File: src/inc/ehcr_pkg.sv
// Purpose: Shared constants for the command and port-route register block.
// Assumes: APB with 32-bit data, byte addresses, one word per register.
// Notes:   Every offset, reset value, field position and cycle count is kept here, except the route write fields and status bit 0.
`default_nettype none
package ehcr_pkg;

  // ---------------------------------------------------------------------------
  // Register offsets
  // ---------------------------------------------------------------------------
  localparam logic [7:0] EHCR_ROUTE_LO_OFFS  = 8'h0C; // Route map, entries 0 to 7.
  localparam logic [7:0] EHCR_ROUTE_HI_OFFS  = 8'h10; // Route map, entries 8 to 14.
  localparam logic [7:0] EHCR_CMD_OFFS       = 8'h20; // Host command register.
  localparam logic [7:0] EHCR_STAT_OFFS      = 8'h24; // Block status word.
  localparam logic [7:0] EHCR_ROUTE_CFG_OFFS = 8'h40; // Route entry write port.

  // ---------------------------------------------------------------------------
  // Field layout of the host command register and status word
  // ---------------------------------------------------------------------------
  localparam int         EHCR_ITC_LSB     = 16;    // Threshold field low bit.
  localparam int         EHCR_ITC_MSB     = 23;    // Threshold field high bit.
  localparam int         EHCR_LRST_BIT    = 7;     // Light controller reset bit.
  localparam int         EHCR_HALT_BIT    = 12;    // Controller halted in status word.
  localparam logic [7:0] EHCR_ITC_RESET   = 8'h08; // Threshold after reset.

  // ---------------------------------------------------------------------------
  // Route map geometry
  // ---------------------------------------------------------------------------
  localparam int         EHCR_N_ENTRIES   = 15;    // Entries in the route map.
  localparam int         EHCR_ENTRY_W     = 4;     // Bits per entry.
  localparam logic [3:0] EHCR_ROUTE_RESET = 4'h0;  // Entry value after reset.

  // ---------------------------------------------------------------------------
  // Timing
  // ---------------------------------------------------------------------------
  localparam int EHCR_CLK_HZ      = 20000000;                     // pclk rate.
  localparam int EHCR_UFRAME_NS   = 125000;                       // Microframe length.
  localparam int EHCR_UFRAME_CYC  = EHCR_UFRAME_NS / 50;          // 2500 cycles of 50 ns.
  localparam int EHCR_LRST_CYC    = 16;                           // Light reset timer load; active one cycle longer.

endpackage
`default_nettype wire

File: src/ehcr_irq_throttle.sv
// Purpose: Holds pending interrupt events until the threshold has elapsed.
// Assumes: Microframe tick is a one-cycle pulse on pclk.
// Notes:   Cleared by the light controller reset.
`timescale 1ns/1ps
`default_nettype none
module ehcr_irq_throttle (
  input  wire logic       pclk,
  input  wire logic       presetn,
  input  wire logic       soft_rst,
  input  wire logic       uframe_tick,
  input  wire logic [7:0] threshold,
  input  wire logic       event_in,
  output logic            irq_ff
);
  import ehcr_pkg::*;

  logic       pend_ff;      // An event waits for delivery.
  logic [7:0] cnt_ff;       // Microframes since the last interrupt.
  logic       nxt_pend;
  logic [7:0] nxt_cnt;
  logic       nxt_irq;

  // ---------------------------------------------------------------------------
  // Throttle
  // ---------------------------------------------------------------------------
  // A new event in the delivery cycle stays pending, so nothing is lost.
  always_comb begin
    nxt_pend = pend_ff;
    nxt_cnt  = cnt_ff;
    nxt_irq  = 1'b0;
    if (uframe_tick && cnt_ff != 8'hFF) begin
      nxt_cnt = cnt_ff + 8'h01;
    end
    if (pend_ff && uframe_tick && (cnt_ff + 8'h01 >= threshold)) begin
      nxt_irq  = 1'b1;
      nxt_pend = 1'b0;
      nxt_cnt  = 8'h00;
    end
    if (event_in) begin
      nxt_pend = 1'b1;
    end
    if (soft_rst) begin
      nxt_pend = 1'b0;
      nxt_cnt  = 8'h00;
      nxt_irq  = 1'b0;
    end
  end

  // Registers only.
  always_ff @(posedge pclk or negedge presetn) begin
    if (!presetn) begin
      pend_ff <= 1'b0;
      cnt_ff  <= 8'h00;
      irq_ff  <= 1'b0;
    end else begin
      pend_ff <= nxt_pend;
      cnt_ff  <= nxt_cnt;
      irq_ff  <= nxt_irq;
    end
  end
endmodule
`default_nettype wire

File: src/ehcr_regs.sv
// Purpose: APB register bank with the host command register and route map.
// Assumes: Single pclk domain; event and halted inputs come from pclk logic.
// Notes:   Zero-wait-state slave; unmapped addresses read zero with pslverr.
//
// Notes on behaviour
// - Route map optional, read-only, rules flag gated
// - Fifteen route entries of four bits
// - Entry n serves root port n
// - Only implemented ports carry routing values
// - Entry value ranks companion controller
// - Command writes act, not just store
// - Threshold field bits 23:16, resets 08h
// - Threshold codes count microframes, powers two
// - Light reset spares ports and routing
// - Unimplemented light reset reads zero
// - Light reset reads one until done
//
// The APB register port was decided locally.
`timescale 1ns/1ps
`default_nettype none
module ehcr_regs #(
  parameter int N_PORTS     = 2,     // Implemented root ports.
  parameter bit ROUTE_RULES = 1'b1,  // Routing rules present.
  parameter bit LRST_IMPL   = 1'b1   // Light controller reset built in.
) (
  input  wire logic        pclk,
  input  wire logic        presetn,
  input  wire logic        psel,
  input  wire logic        penable,
  input  wire logic        pwrite,
  input  wire logic [7:0]  paddr,
  input  wire logic [31:0] pwdata,
  input  wire logic [3:0]  pstrb,
  output logic      [31:0] prdata,
  output logic             pready,
  output logic             pslverr,
  input  wire logic        controller_halted,
  input  wire logic        irq_event,
  output logic      [7:0]  irq_threshold_ctrl,
  output logic             light_reset_active,
  output logic             usb_irq
);
  import ehcr_pkg::*;

  // ---------------------------------------------------------------------------
  // Declarations
  // ---------------------------------------------------------------------------
  logic [31:0] prdata_ff,  nxt_prdata;   // Registered read data.
  logic        pslverr_ff, nxt_pslverr;  // Registered error answer.
  logic        pready_ff,  nxt_pready;   // Registered ready.
  logic [7:0]  itc_ff,     nxt_itc;      // Threshold field.
  logic        lrst_ff,    nxt_lrst;     // Light reset in progress.
  logic [4:0]  lcnt_ff,    nxt_lcnt;     // Light reset timer.
  logic [11:0] ufc_ff,     nxt_ufc;      // Microframe cycle counter.
  logic        tick;                     // Microframe boundary.
  logic        acc;                      // Access phase of a transfer.
  logic        wr;                       // Write taking effect.
  logic        rt_wr;                    // Route entry write.
  logic        rt_rd_hi;                 // Selects upper route word.
  logic [31:0] rt_word;                  // Route word from storage.
  logic        irq_w;                    // Throttled interrupt.
  logic        sel_rt_ff,  nxt_sel_rt;   // Read answer comes from route store.

  // Byte lane merge used by the command register.
  function automatic logic [31:0] lane_merge(input logic [31:0] old,
                                             input logic [31:0] wd,
                                             input logic [3:0]  st);
    logic [31:0] r;
    r = old;
    for (int b = 0; b < 4; b++) begin
      if (st[b]) begin
        r[b*8 +: 8] = wd[b*8 +: 8];
      end
    end
    return r;
  endfunction

  assign acc      = psel && penable;
  assign wr       = acc && pwrite;
  assign rt_wr    = wr && (paddr == EHCR_ROUTE_CFG_OFFS) && ROUTE_RULES;
  assign rt_rd_hi = (paddr == EHCR_ROUTE_HI_OFFS);
  assign tick     = (ufc_ff == 12'(EHCR_UFRAME_CYC - 1));

  // ---------------------------------------------------------------------------
  // Route storage
  // ---------------------------------------------------------------------------
  // The light reset does not touch this store: routing survives it.
  ehcr_route_mem #(
    .N_PORTS (N_PORTS)
  ) u_route (
    .pclk       (pclk),
    .presetn    (presetn),
    .wr_en      (rt_wr),
    .wr_idx     (pwdata[11:8]),
    .wr_val     (pwdata[3:0]),
    .rd_hi      (rt_rd_hi),
    .rd_word_ff (rt_word)
  );

  // ---------------------------------------------------------------------------
  // Interrupt pacing
  // ---------------------------------------------------------------------------
  ehcr_irq_throttle u_thr (
    .pclk        (pclk),
    .presetn     (presetn),
    .soft_rst    (lrst_ff),
    .uframe_tick (tick),
    .threshold   (itc_ff),
    .event_in    (irq_event),
    .irq_ff      (irq_w)
  );

  // ---------------------------------------------------------------------------
  // Command register and light reset
  // ---------------------------------------------------------------------------
  // A command write acts at once: setting the light reset bit starts the timer.
  always_comb begin
    logic [31:0] m;
    m        = lane_merge({8'h00, itc_ff, 8'h00, 8'h00}, pwdata, pstrb);
    nxt_itc  = itc_ff;
    nxt_lrst = lrst_ff;
    nxt_lcnt = lcnt_ff;
    if (wr && paddr == EHCR_CMD_OFFS) begin
      // Threshold taken as written; software keeps it legal and halted-only.
      nxt_itc = m[EHCR_ITC_MSB:EHCR_ITC_LSB];
      if (LRST_IMPL && m[EHCR_LRST_BIT] && !lrst_ff) begin
        nxt_lrst = 1'b1;
        nxt_lcnt = 5'(EHCR_LRST_CYC);
      end
    end
    if (lrst_ff) begin
      // Controller logic returns to defaults; ports and routing are kept.
      nxt_itc = EHCR_ITC_RESET;
      if (lcnt_ff == 5'h00) begin
        nxt_lrst = 1'b0;
      end else begin
        nxt_lcnt = lcnt_ff - 5'h01;
      end
    end
  end

  always_ff @(posedge pclk or negedge presetn) begin
    if (!presetn) begin
      itc_ff  <= EHCR_ITC_RESET;
      lrst_ff <= 1'b0;
      lcnt_ff <= 5'h00;
    end else begin
      itc_ff  <= nxt_itc;
      lrst_ff <= nxt_lrst;
      lcnt_ff <= nxt_lcnt;
    end
  end

  // ---------------------------------------------------------------------------
  // Microframe timebase
  // ---------------------------------------------------------------------------
  // Restarted by the light reset so the pacing starts clean.
  always_comb begin
    nxt_ufc = tick ? 12'h000 : ufc_ff + 12'h001;
    if (lrst_ff) begin
      nxt_ufc = 12'h000;
    end
  end

  always_ff @(posedge pclk or negedge presetn) begin
    if (!presetn) begin
      ufc_ff <= 12'h000;
    end else begin
      ufc_ff <= nxt_ufc;
    end
  end

  // ---------------------------------------------------------------------------
  // APB answer
  // ---------------------------------------------------------------------------
  // Read data are registered in the setup cycle, so pready goes high in the
  // first access cycle: every transfer takes exactly two cycles.
  always_comb begin
    nxt_prdata  = 32'h0;
    nxt_pslverr = 1'b0;
    nxt_sel_rt  = 1'b0;
    nxt_pready  = psel && !penable;
    if (psel && !penable) begin
      unique case (paddr)
        EHCR_ROUTE_LO_OFFS, EHCR_ROUTE_HI_OFFS: begin
          // Read-only; writes ignored. Zero when routing rules are absent.
          nxt_sel_rt  = ROUTE_RULES;
          nxt_pslverr = pwrite;
        end
        EHCR_CMD_OFFS: begin
          // Reserved bits read zero; light reset bit reads zero if absent.
          nxt_prdata[EHCR_ITC_MSB:EHCR_ITC_LSB] = itc_ff;
          nxt_prdata[EHCR_LRST_BIT] = LRST_IMPL && lrst_ff;
        end
        EHCR_STAT_OFFS: begin
          nxt_prdata[EHCR_HALT_BIT] = controller_halted;
          nxt_prdata[0]             = lrst_ff;
        end
        EHCR_ROUTE_CFG_OFFS: begin
          nxt_pslverr = !pwrite;
        end
        default: begin
          nxt_pslverr = 1'b1;
        end
      endcase
    end
  end

  always_ff @(posedge pclk or negedge presetn) begin
    if (!presetn) begin
      prdata_ff  <= 32'h0;
      pslverr_ff <= 1'b0;
      pready_ff  <= 1'b0;
      sel_rt_ff  <= 1'b0;
    end else begin
      prdata_ff  <= nxt_prdata;
      pslverr_ff <= nxt_pslverr;
      pready_ff  <= nxt_pready;
      sel_rt_ff  <= nxt_sel_rt;
    end
  end

  // ---------------------------------------------------------------------------
  // Outputs
  // ---------------------------------------------------------------------------
  // Route word and prdata_ff are both registers; the select only picks one.
  assign prdata             = sel_rt_ff ? rt_word : prdata_ff;
  assign pready             = pready_ff;
  assign pslverr            = pslverr_ff;
  assign irq_threshold_ctrl = itc_ff;
  assign light_reset_active = lrst_ff;
  assign usb_irq            = irq_w;
endmodule
`default_nettype wire

File: src/ehcr_route_mem.sv
// Purpose: Storage for the fifteen route entries with a registered read word.
// Assumes: One writer port; reads return a whole 32-bit half of the map.
// Notes:   Entries above the port count read as zero.
`timescale 1ns/1ps
`default_nettype none
module ehcr_route_mem #(
  parameter int N_PORTS = 2
) (
  input  wire logic        pclk,
  input  wire logic        presetn,
  input  wire logic        wr_en,
  input  wire logic [3:0]  wr_idx,
  input  wire logic [3:0]  wr_val,
  input  wire logic        rd_hi,
  output logic      [31:0] rd_word_ff
);
  import ehcr_pkg::*;

  logic [3:0]  ent_ff  [EHCR_N_ENTRIES];  // Stored entries.
  logic [3:0]  nxt_ent [EHCR_N_ENTRIES];  // Next entry values.
  logic [31:0] nxt_rd_word;               // Next read word.
  logic [63:0] flat;                      // Flattened map, entry 0 lowest.

  // ---------------------------------------------------------------------------
  // Next state
  // ---------------------------------------------------------------------------
  // Only implemented ports accept a value, so unused entries stay zero.
  always_comb begin
    flat = 64'h0;
    for (int i = 0; i < EHCR_N_ENTRIES; i++) begin
      nxt_ent[i] = ent_ff[i];
      if (wr_en && (32'(wr_idx) == i) && (i < N_PORTS)) begin
        nxt_ent[i] = wr_val;
      end
      flat[i*EHCR_ENTRY_W +: EHCR_ENTRY_W] = ent_ff[i];
    end
    nxt_rd_word = rd_hi ? flat[63:32] : flat[31:0];
  end

  // Registers only.
  always_ff @(posedge pclk or negedge presetn) begin
    if (!presetn) begin
      for (int i = 0; i < EHCR_N_ENTRIES; i++) begin
        ent_ff[i] <= EHCR_ROUTE_RESET;
      end
      rd_word_ff <= 32'h0;
    end else begin
      ent_ff     <= nxt_ent;
      rd_word_ff <= nxt_rd_word;
    end
  end
endmodule
`default_nettype wire
File: config.mk
export PLATFORM = sky130hd
export DESIGN_NAME = ehcr_regs
export DESIGN_NICKNAME = d
export VERILOG_FILES = /design/src/inc/ehcr_pkg.sv /design/src/ehcr_irq_throttle.sv /design/src/ehcr_regs.sv /design/src/ehcr_route_mem.sv
export SDC_FILE = /design/constraint.sdc
export NUM_CORES = 1
export LEC_CHECK = 0
export ABC_AREA = 0
export ABC_CLOCK_PERIOD_IN_PS = 6300
export BUFFER_PORTS_ARGS = -buffer_cell sky130_fd_sc_hd__clkbuf_2
export CORE_ASPECT_RATIO = 1.25
export CORE_MARGIN = 10
export CORE_UTILIZATION = 55
export CTS_CLUSTER_SIZE = 16
export DETAILED_ROUTE_END_ITERATION = 16
export GPL_TIMING_DRIVEN = 0
export HOLD_SLACK_MARGIN = 0.15
export PLACE_DENSITY = 0.83
export SYNTH_ARGS = -nofsm -noshare
export SYNTH_HDL_FRONTEND = slang
export SYNTH_HIERARCHICAL = 1
export SYNTH_SLANG_ARGS = --single-unit
File: constraint.sdc
create_clock -name pclk -period 6.3 [get_ports pclk]
set_input_delay 0.63 -clock pclk [delete_from_list [all_inputs] [get_ports pclk]]
set_output_delay 0.63 -clock pclk [all_outputs]
set_load 0.02 [all_outputs]
==> results of run 1 <==
cell families (layout without fill, tap and decap cells):
| family | Yosys count | after routing | synth area share, % |
|---|---|---|---|
| adder cells (fa/ha/maj) | 11 | 11 | 3.771 |
| XOR/XNOR | 19 | 19 | 4.559 |
| other | 1 | 24 | 0.1027 |
| buffers and inverters | 46 | 124 | 7.336 |
| flip-flops | 66 | 66 | 45.29 |
| AND/OR/NAND/NOR | 131 | 131 | 22.80 |
| multiplexers | 23 | 23 | 7.371 |
| AO/OA/AOI/OAI | 35 | 35 | 8.776 |
report_power, final:
group	switching [µW]	total (µW)	internal [µW]
sequential	18.0	457	439
combinational	34.7	67.4	32.7
clock	175	360	185
cells in the mapped netlist, types with 5 or more instances:
library cell and number:
dfrtp_1 65, mux2_2 15, nor2b_1 10, nor2_1 18, ha_1 11, o21ai_0 5, nand2_1 10, nor4_1 11
nand2b_1 5, xor2_1 16, buf_4 25, nand3_1 9, a22o_1 7, and2_1 32, inv_1 15, clkbuf_1 5
cell type report:
class / count / area, µm²
inverters: 15 / 56.30
repair buffers: 62 / 312.8
well taps: 87 / 108.9
fillers: 516 / 2163
multi-input cells: 243 / 1815
flip-flops and latches: 66 / 1653
plain buffers: 31 / 211.5
clock inverters: 7 / 78.83
clock buffers: 9 / 123.9
placed cells by master (no fill, tap or decap), drive strengths merged, types with 5 or more instances in the layout:
master  instances
nor2           18
buf            26
dfrtp          65
nor4           13
nand2b          6
conb           24
clkbuf         76
nand3          10
nor3            6
xor2           16
a22o            7
o21ai           5
and2           32
inv            16
ha             11
mux2           19
and4            5
nor2b          10
nand2          11
layer usage:
layer	vias up	share of wire (%)	track usage, %
li1	1311	-	-
met1	1311	42	17.25
met2	67	52	26.79
met3	11	5.1	5.014
met4	0	1.2	6.289
met5	-	0	0
state kept, by name, indices dropped and copies added (netlist names):
signal	flops
pslverr	1
u_thr/irq_ff	1
u_route/rd_word_ff	8
lcnt_ff	5
u_thr/pend_ff	1
pready	1
irq_threshold_ctrl	8
prdata_ff	11
ufc_ff	12
sel_rt_ff	1
light_reset_active	1
u_thr/cnt_ff	8
u_route/ent_ff	8
worst max-delay path by stage:
stage / end / cells past startpoint
3_3_place_gp: u_thr/cnt_ff[4] / 7
5_1_grt: u_thr/cnt_ff[4] / 7
2_1_floorplan: u_thr/irq_ff / 7
4_1_cts: u_thr/irq_ff / 7
6_report: u_thr/irq_ff / 7
3_5_place_dp: u_thr/cnt_ff[4] / 7
stage by stage:
| step | setup WS [ns] | std cells | hold slack, ns | power [µW] |
|---|---|---|---|---|
| after floorplan | 3.911 | 355 | 0.3344 | 500.1 |
| after global placement | 3.613 | 504 | 0.4337 | 527.8 |
| after detailed placement | 3.569 | 504 | 0.4474 | 530.9 |
| after CTS | 3.536 | 520 | 0.4505 | 890.2 |
| after global routing | 3.386 | 520 | 0.4840 | 922.9 |
| final | 3.511 | 520 | 0.4067 | 883.9 |
==> results.md, run 1 <==
- Die ar.: ~0.010 mm²
- Unrepaired setup endpoints after global routing: no
- # DRC: 0
- Buf/Inv on CP: 0
- Total routed wirelength: between 7000 and 8000 µm
- Root Buffer: clkbuf_8
- Worst setup EP type: register
- Drt first pass iters: 4
- Clock Sinks: 66
- RR Startpoint: u_thr/cnt_ff[2]
- I/O pins: 95
- Worst Setup SP: u_thr/cnt_ff[2]
- Slowest CP cell: a311oi_2
- Slew of the pin with the lowest slew margin: roughly 0.9 ns
- Overflow after GRT: 0
- R2r setup slk: 3.51 ns
- Crit path max fanout: 10
- Core Rows: 33
- Setup TNS: 0 ns
- Setup Buffers After CTS: 0
- Initial antenna violation count: 0
- Max Cap Viol: 0
- Slew Limit Headroom: between 40% and 50%
- Share of layout cells above drive strength 1: 33.49%
- Yosys top cell area share: between 40% and 50%
- Synth unique cells: between 60 and 70
- Ys Warns: 6
- Area Overhead vs Synth: 19.47%
- Vias in the first global route: ~2800
- Outcome: complete, no violations
- Clock buffer depth: 2
- CP required: 6.59 ns
- First-pass GRT wire length: approximately 13000 µm
- Skew-Pair Late Insertion Delay: ~0.35 ns
- Yosys top cell by area: dfrtp_1
- Hold_buf cts: 0
- Routed length per instance: roughly 15 µm
- Reg2reg end: u_thr/irq_ff
- Seq cells post-synth: 66
- Final clock skew: 0.006930 ns
- Top_reg_cell synth: dfrtp_1
- Final setup violation count: 0
- Cell Area, Synth: 0.003650 mm²
- Layout Utilization: between 60% and 70%
- Total global-route track usage: between 15 and 20%
- H-tree levels: 3
- Mean post-synth cell area: roughly 11 µm²
- Vias/cell: 5.192
- Worst path cell trace: nand3_4 -> o31a_2 -> or2_2 -> ha_1 -> nand3_1 -> a311oi_2 -> o21ba_2
- Buffers on Ports: 62
- DIE HEIGHT: approximately 110 µm
- Nets: 490
- Hold Vio Cnt, Final: 0
- CORE AREA: between 0.006 and 0.007 mm²
- Vias: 2700
- Power per cell area: 202.7 mW/mm²
- Post-Synthesis Cells: about 330
- Sequential fraction of the synthesis area: between 40% and 50%
- EDFF count, synth: 0
- Clock slew at reported path FFs: 0.07 ns
- Placed instance area: 0.004158 mm²
- Critical path class: reg2reg
- Arr. time, crit path: a little over 3 ns
- Class of the worst hold path: in2async
- Slowest cell delay on critical path: about 0.71 ns
- Die X: 92.86 µm
- Minimum clock period: 2.789 ns
- Placer congestion estimate: roughly 0.84
- Maximum clock rate: approximately 0.36 GHz
- Design area: around 0.0044 mm²
- Top cells by area, synth: dfrtp_1 45%, and2_1 5.5%, buf_4 5.1%, mux2_2 4.6%, xor2_1 3.8%
- Startpoint types: register
- Leak: about 0.0023 µW
- Detail Route Antenna Nets: 0
- Peak supply drop: 0.1173 mV
- Inserted Clock Buffers: 9
- Largest net degree at the start of global routing: 67
- Antenna diodes: 0
- TritonCTS clock tree: built
- FFs w/ async S/R, synth: between 90% and 100%
- Final period util: 44.27%
- Starting density of the core: 55.95%
- R2r worst-path depth: 7
- Slew Viols, Final: 0
- Post-CTS sizing: 0
- DP HPWL: ~6000 µm
- Iteration-0 DRC Markers: 96
- Cell family with most CP delay: compound AO/OA/AOI/OAI gates
Note: power is estimated with default switching activity, not from simulation.
==> inputs of run 2 (changes only) <==
--- a/config.mk
+++ b/config.mk
@@ -6,16 +6,16 @@
 export NUM_CORES = 1
 export LEC_CHECK = 0
 export ABC_AREA = 0
-export ABC_CLOCK_PERIOD_IN_PS = 6300
+export ABC_CLOCK_PERIOD_IN_PS = 2800
 export BUFFER_PORTS_ARGS = -buffer_cell sky130_fd_sc_hd__clkbuf_2
 export CORE_ASPECT_RATIO = 1.25
 export CORE_MARGIN = 10
-export CORE_UTILIZATION = 55
+export CORE_UTILIZATION = 53
 export CTS_CLUSTER_SIZE = 16
 export DETAILED_ROUTE_END_ITERATION = 16
 export GPL_TIMING_DRIVEN = 0
 export HOLD_SLACK_MARGIN = 0.15
-export PLACE_DENSITY = 0.83
+export PLACE_DENSITY = 0.8
 export SYNTH_ARGS = -nofsm -noshare
 export SYNTH_HDL_FRONTEND = slang
 export SYNTH_HIERARCHICAL = 1
==> constraint.sdc (replaced) <==
create_clock -name pclk -period 2.8 [get_ports pclk]
set_input_delay 0.28 -clock pclk [delete_from_list [all_inputs] [get_ports pclk]]
set_output_delay 0.28 -clock pclk [all_outputs]
set_load 0.02 [all_outputs]
==> run 2 against run 1 <==
Critical path depth grew 1. Register-to-register slack lost 3.3 ns. Design area increased by 1.3%. Sequential power up 130%. Clock skew is 0.0011 ns higher. Combinational power rose by 130%. Non-clock buffer count grew 2. Critical endpoint is now u_thr/cnt_ff[4]. Largest cell class unchanged.
==> results.md, run 2 (synthesis gave the netlist of run 1 again) <==
- Maximum clock rate: 0.3825 GHz (+6.7%)
- Skew-Pair Late Insertion Delay: 0.35 ns (about the same)
- Max Cap Viol: 0 (unchanged)
- Worst setup EP type: register
- Detail Route Antenna Nets: 0 (unchanged)
- Vias/cell: 5.163 (-0.57%)
- Most common cell after layout, fill and taps aside: dfrtp_1
- Clock Sinks: 66 (unchanged)
- Inserted Clock Buffers: 9 (unchanged)
- DP HPWL: 5980 µm (-0.18%)
- Vias in the first global route: 2791 (-1.2%)
- Setup Buffers After CTS: 0 (unchanged)
- Peak supply drop: 0.3737 mV (+220%)
- Crit path max fanout: 9 (-1)
- Leak: 0.002303 µW (+1.1%)
- Clock buffer depth: 2 (unchanged)
- Final Non-Filler Cells: 522 (+0.38%)
- Outcome: complete, no violations
- Biggest regs: ufc_ff: 12 flops, prdata_ff: 11 flops
- R2r setup slk: 0.19 ns (-3.33 ns)
- Slew Limit Headroom: 42.27% (+1.8 points)
- Hold Path Cell Cnt: 2
- Largest reg by FF count: ufc_ff
- Total routed wirelength: 7762 µm (about the same)
- Largest net degree at the start of global routing: 67 (unchanged)
- Setup TNS: 0 ns (unchanged)
- Overflow after GRT: 0 (unchanged)
- Worst Hold End: irq_threshold_ctrl[1]
- Root Buffer: clkbuf_8
- Most frequent cells in the layout: 65 x dfrtp_1, 61 x clkbuf_2, 32 x and2_1, 25 x buf_4, 24 x conb_1
- Slew of the pin with the lowest slew margin: 0.8659 ns (-0.02745 ns)
- Final setup violation count: 0 (unchanged)
- Iteration-0 DRC Markers: 104 (+8.3%)
- Die ar.: 0.01063 mm² (+3.0%)
- Unrepaired setup endpoints after global routing: no
- Slew Viols, Final: 0 (unchanged)
- Vias: 2695 (-0.19%)
- Share of layout cells above drive strength 1: 33.56% (+0.076 points)
- Layout Utilization: 66.48% (-0.36 points)
- Final clock skew: 0.007992 ns (+0.001062 ns)
- Die X: 94.23 µm (+1.5%)
- Critical path class: reg2reg
- HP Start: pwdata[17]
- Placer congestion estimate: 0.8505 (+0.89%)
- Hold Vio Cnt, Final: 0 (unchanged)
- Antenna diodes: 0 (unchanged)
- Buffers on Ports: 62 (unchanged)
- Minimum clock period: 2.614 ns (-0.1743 ns)
- Area Overhead vs Synth: 21.08%
- # DRC: 0 (unchanged)
- Max FFs per register: 12 (unchanged)
- Total global-route track usage: 14.98% (-0.65 points)
- Starting density of the core: 54.90% (-1.0 points)
- I/O pins: 95 (unchanged)
- TritonCTS clock tree: built
- Arr. time, crit path: 2.82 ns (-0.25 ns)
- Reg2reg end: u_thr/cnt_ff[4]
- Final period util: 93.37% (+49 points)
- RR Startpoint: u_thr/cnt_ff[2]
- DIE HEIGHT: 112.8 µm (+1.5%)
- R2r worst-path depth: 8 (+1)
- H-tree levels: 3 (unchanged)
- Cell Count Post-Placement: 504 (unchanged)
- Core Rows: 33 (unchanged)
- Startpoint types: register
- Power per cell area: 474.0 mW/mm² (+130%)
- First-pass GRT wire length: 12810 µm (-1.8%)
- Drt first pass iters: 4 (unchanged)
- Class of the worst hold path: in2reg
- Nets: 492 (+0.41%)
- CORE AREA: 0.006648 mm² (+1.9%)
- Clock slew at reported path FFs: 0.07 ns (about the same)
- Routed length per instance: 14.87 µm (-0.47%)
- CP required: 3.01 ns (-3.58 ns)
- Initial antenna violation count: 0 (unchanged)
run 2: cell types whose count changed in the layout (fill, tap and decap cells not counted), sizes merged:
cell         delta
bufinv          +1
clkinvlp        -1
clkbuf          +1
clkinv          -1
dlygate4sd3     +2
run 2: per-layer routing:
layer  GRT usage [%]  up-vias  share of wire (%)  routed length [µm]
li1                -     1323                  -                   -
met1           16.31     1286                 40                3066
met2           25.92       71                 51                3953
met3           3.968       15                7.0                 544
met4           7.411        0                2.5                 197
met5               0        -                  0                   0
run 2: critical path, stage by stage, from the launching register on:
cell and delay [ns]:
dfrtp_1 0.47, nand3_4 0.16, o31a_2 0.36, or2_2 0.31
ha_1 0.31, a41o_1 0.23, a21oi_1 0.19, nor2_2 0.14
a2111oi_1 0.31
run 2: how the worst max path moves through the flow:
stage	from	to	slack, ns	depth (start not counted)
after floorplan	u_thr/cnt_ff[2]	u_thr/irq_ff	0.41	7
after global placement	u_thr/cnt_ff[2]	u_thr/irq_ff	0.11	7
after detailed placement	u_thr/cnt_ff[2]	u_thr/cnt_ff[4]	0.03	7
after CTS	u_thr/cnt_ff[2]	u_thr/cnt_ff[4]	0.02	7
after global routing	u_thr/cnt_ff[2]	u_thr/cnt_ff[4]	0.05	8
final	u_thr/cnt_ff[2]	u_thr/cnt_ff[4]	0.19	8
run 2: where the power goes:
group | switching [µW] | internal [µW]
Combinational | 80.1 | 75.2
Clock | 385 | 527
Sequential | 40.6 | 987
Total | 505 | 1590
run 2: through the flow:
stage / area [µm²] / total power [µW] / setup WS (ns) / hold WS [ns]
after floorplan: 3736 / 1125 / 0.4110 / -0.01559
after global placement: 4155 / 1188 / 0.1119 / 0.4348
after detailed placement: 4158 / 1197 / 0.02799 / 0.4533
after CTS: 4404 / 2101 / 0.01529 / 0.1509
after global routing: 4419 / 2178 / 0.04793 / 0.1571
final: 4419 / 2095 / 0.1856 / 0.1543
run 2: timing repair:
item,CTS,global route
hold buffers,2,0
setup endpoints to repair,0,10
resized for setup,0,3
hold endpoints to repair,66,0
run 2: layout make-up:
cell class | count | area (µm²)
sequential | 66 | 1653
fill | 514 | 2228
clock buffer | 10 | 137.6
clock inverter | 6 | 88.84
inverter | 15 | 56.30
multi-input combinational | 243 | 1831
buffer | 31 | 211.5
timing repair buffer | 64 | 332.8
tap | 87 | 108.9
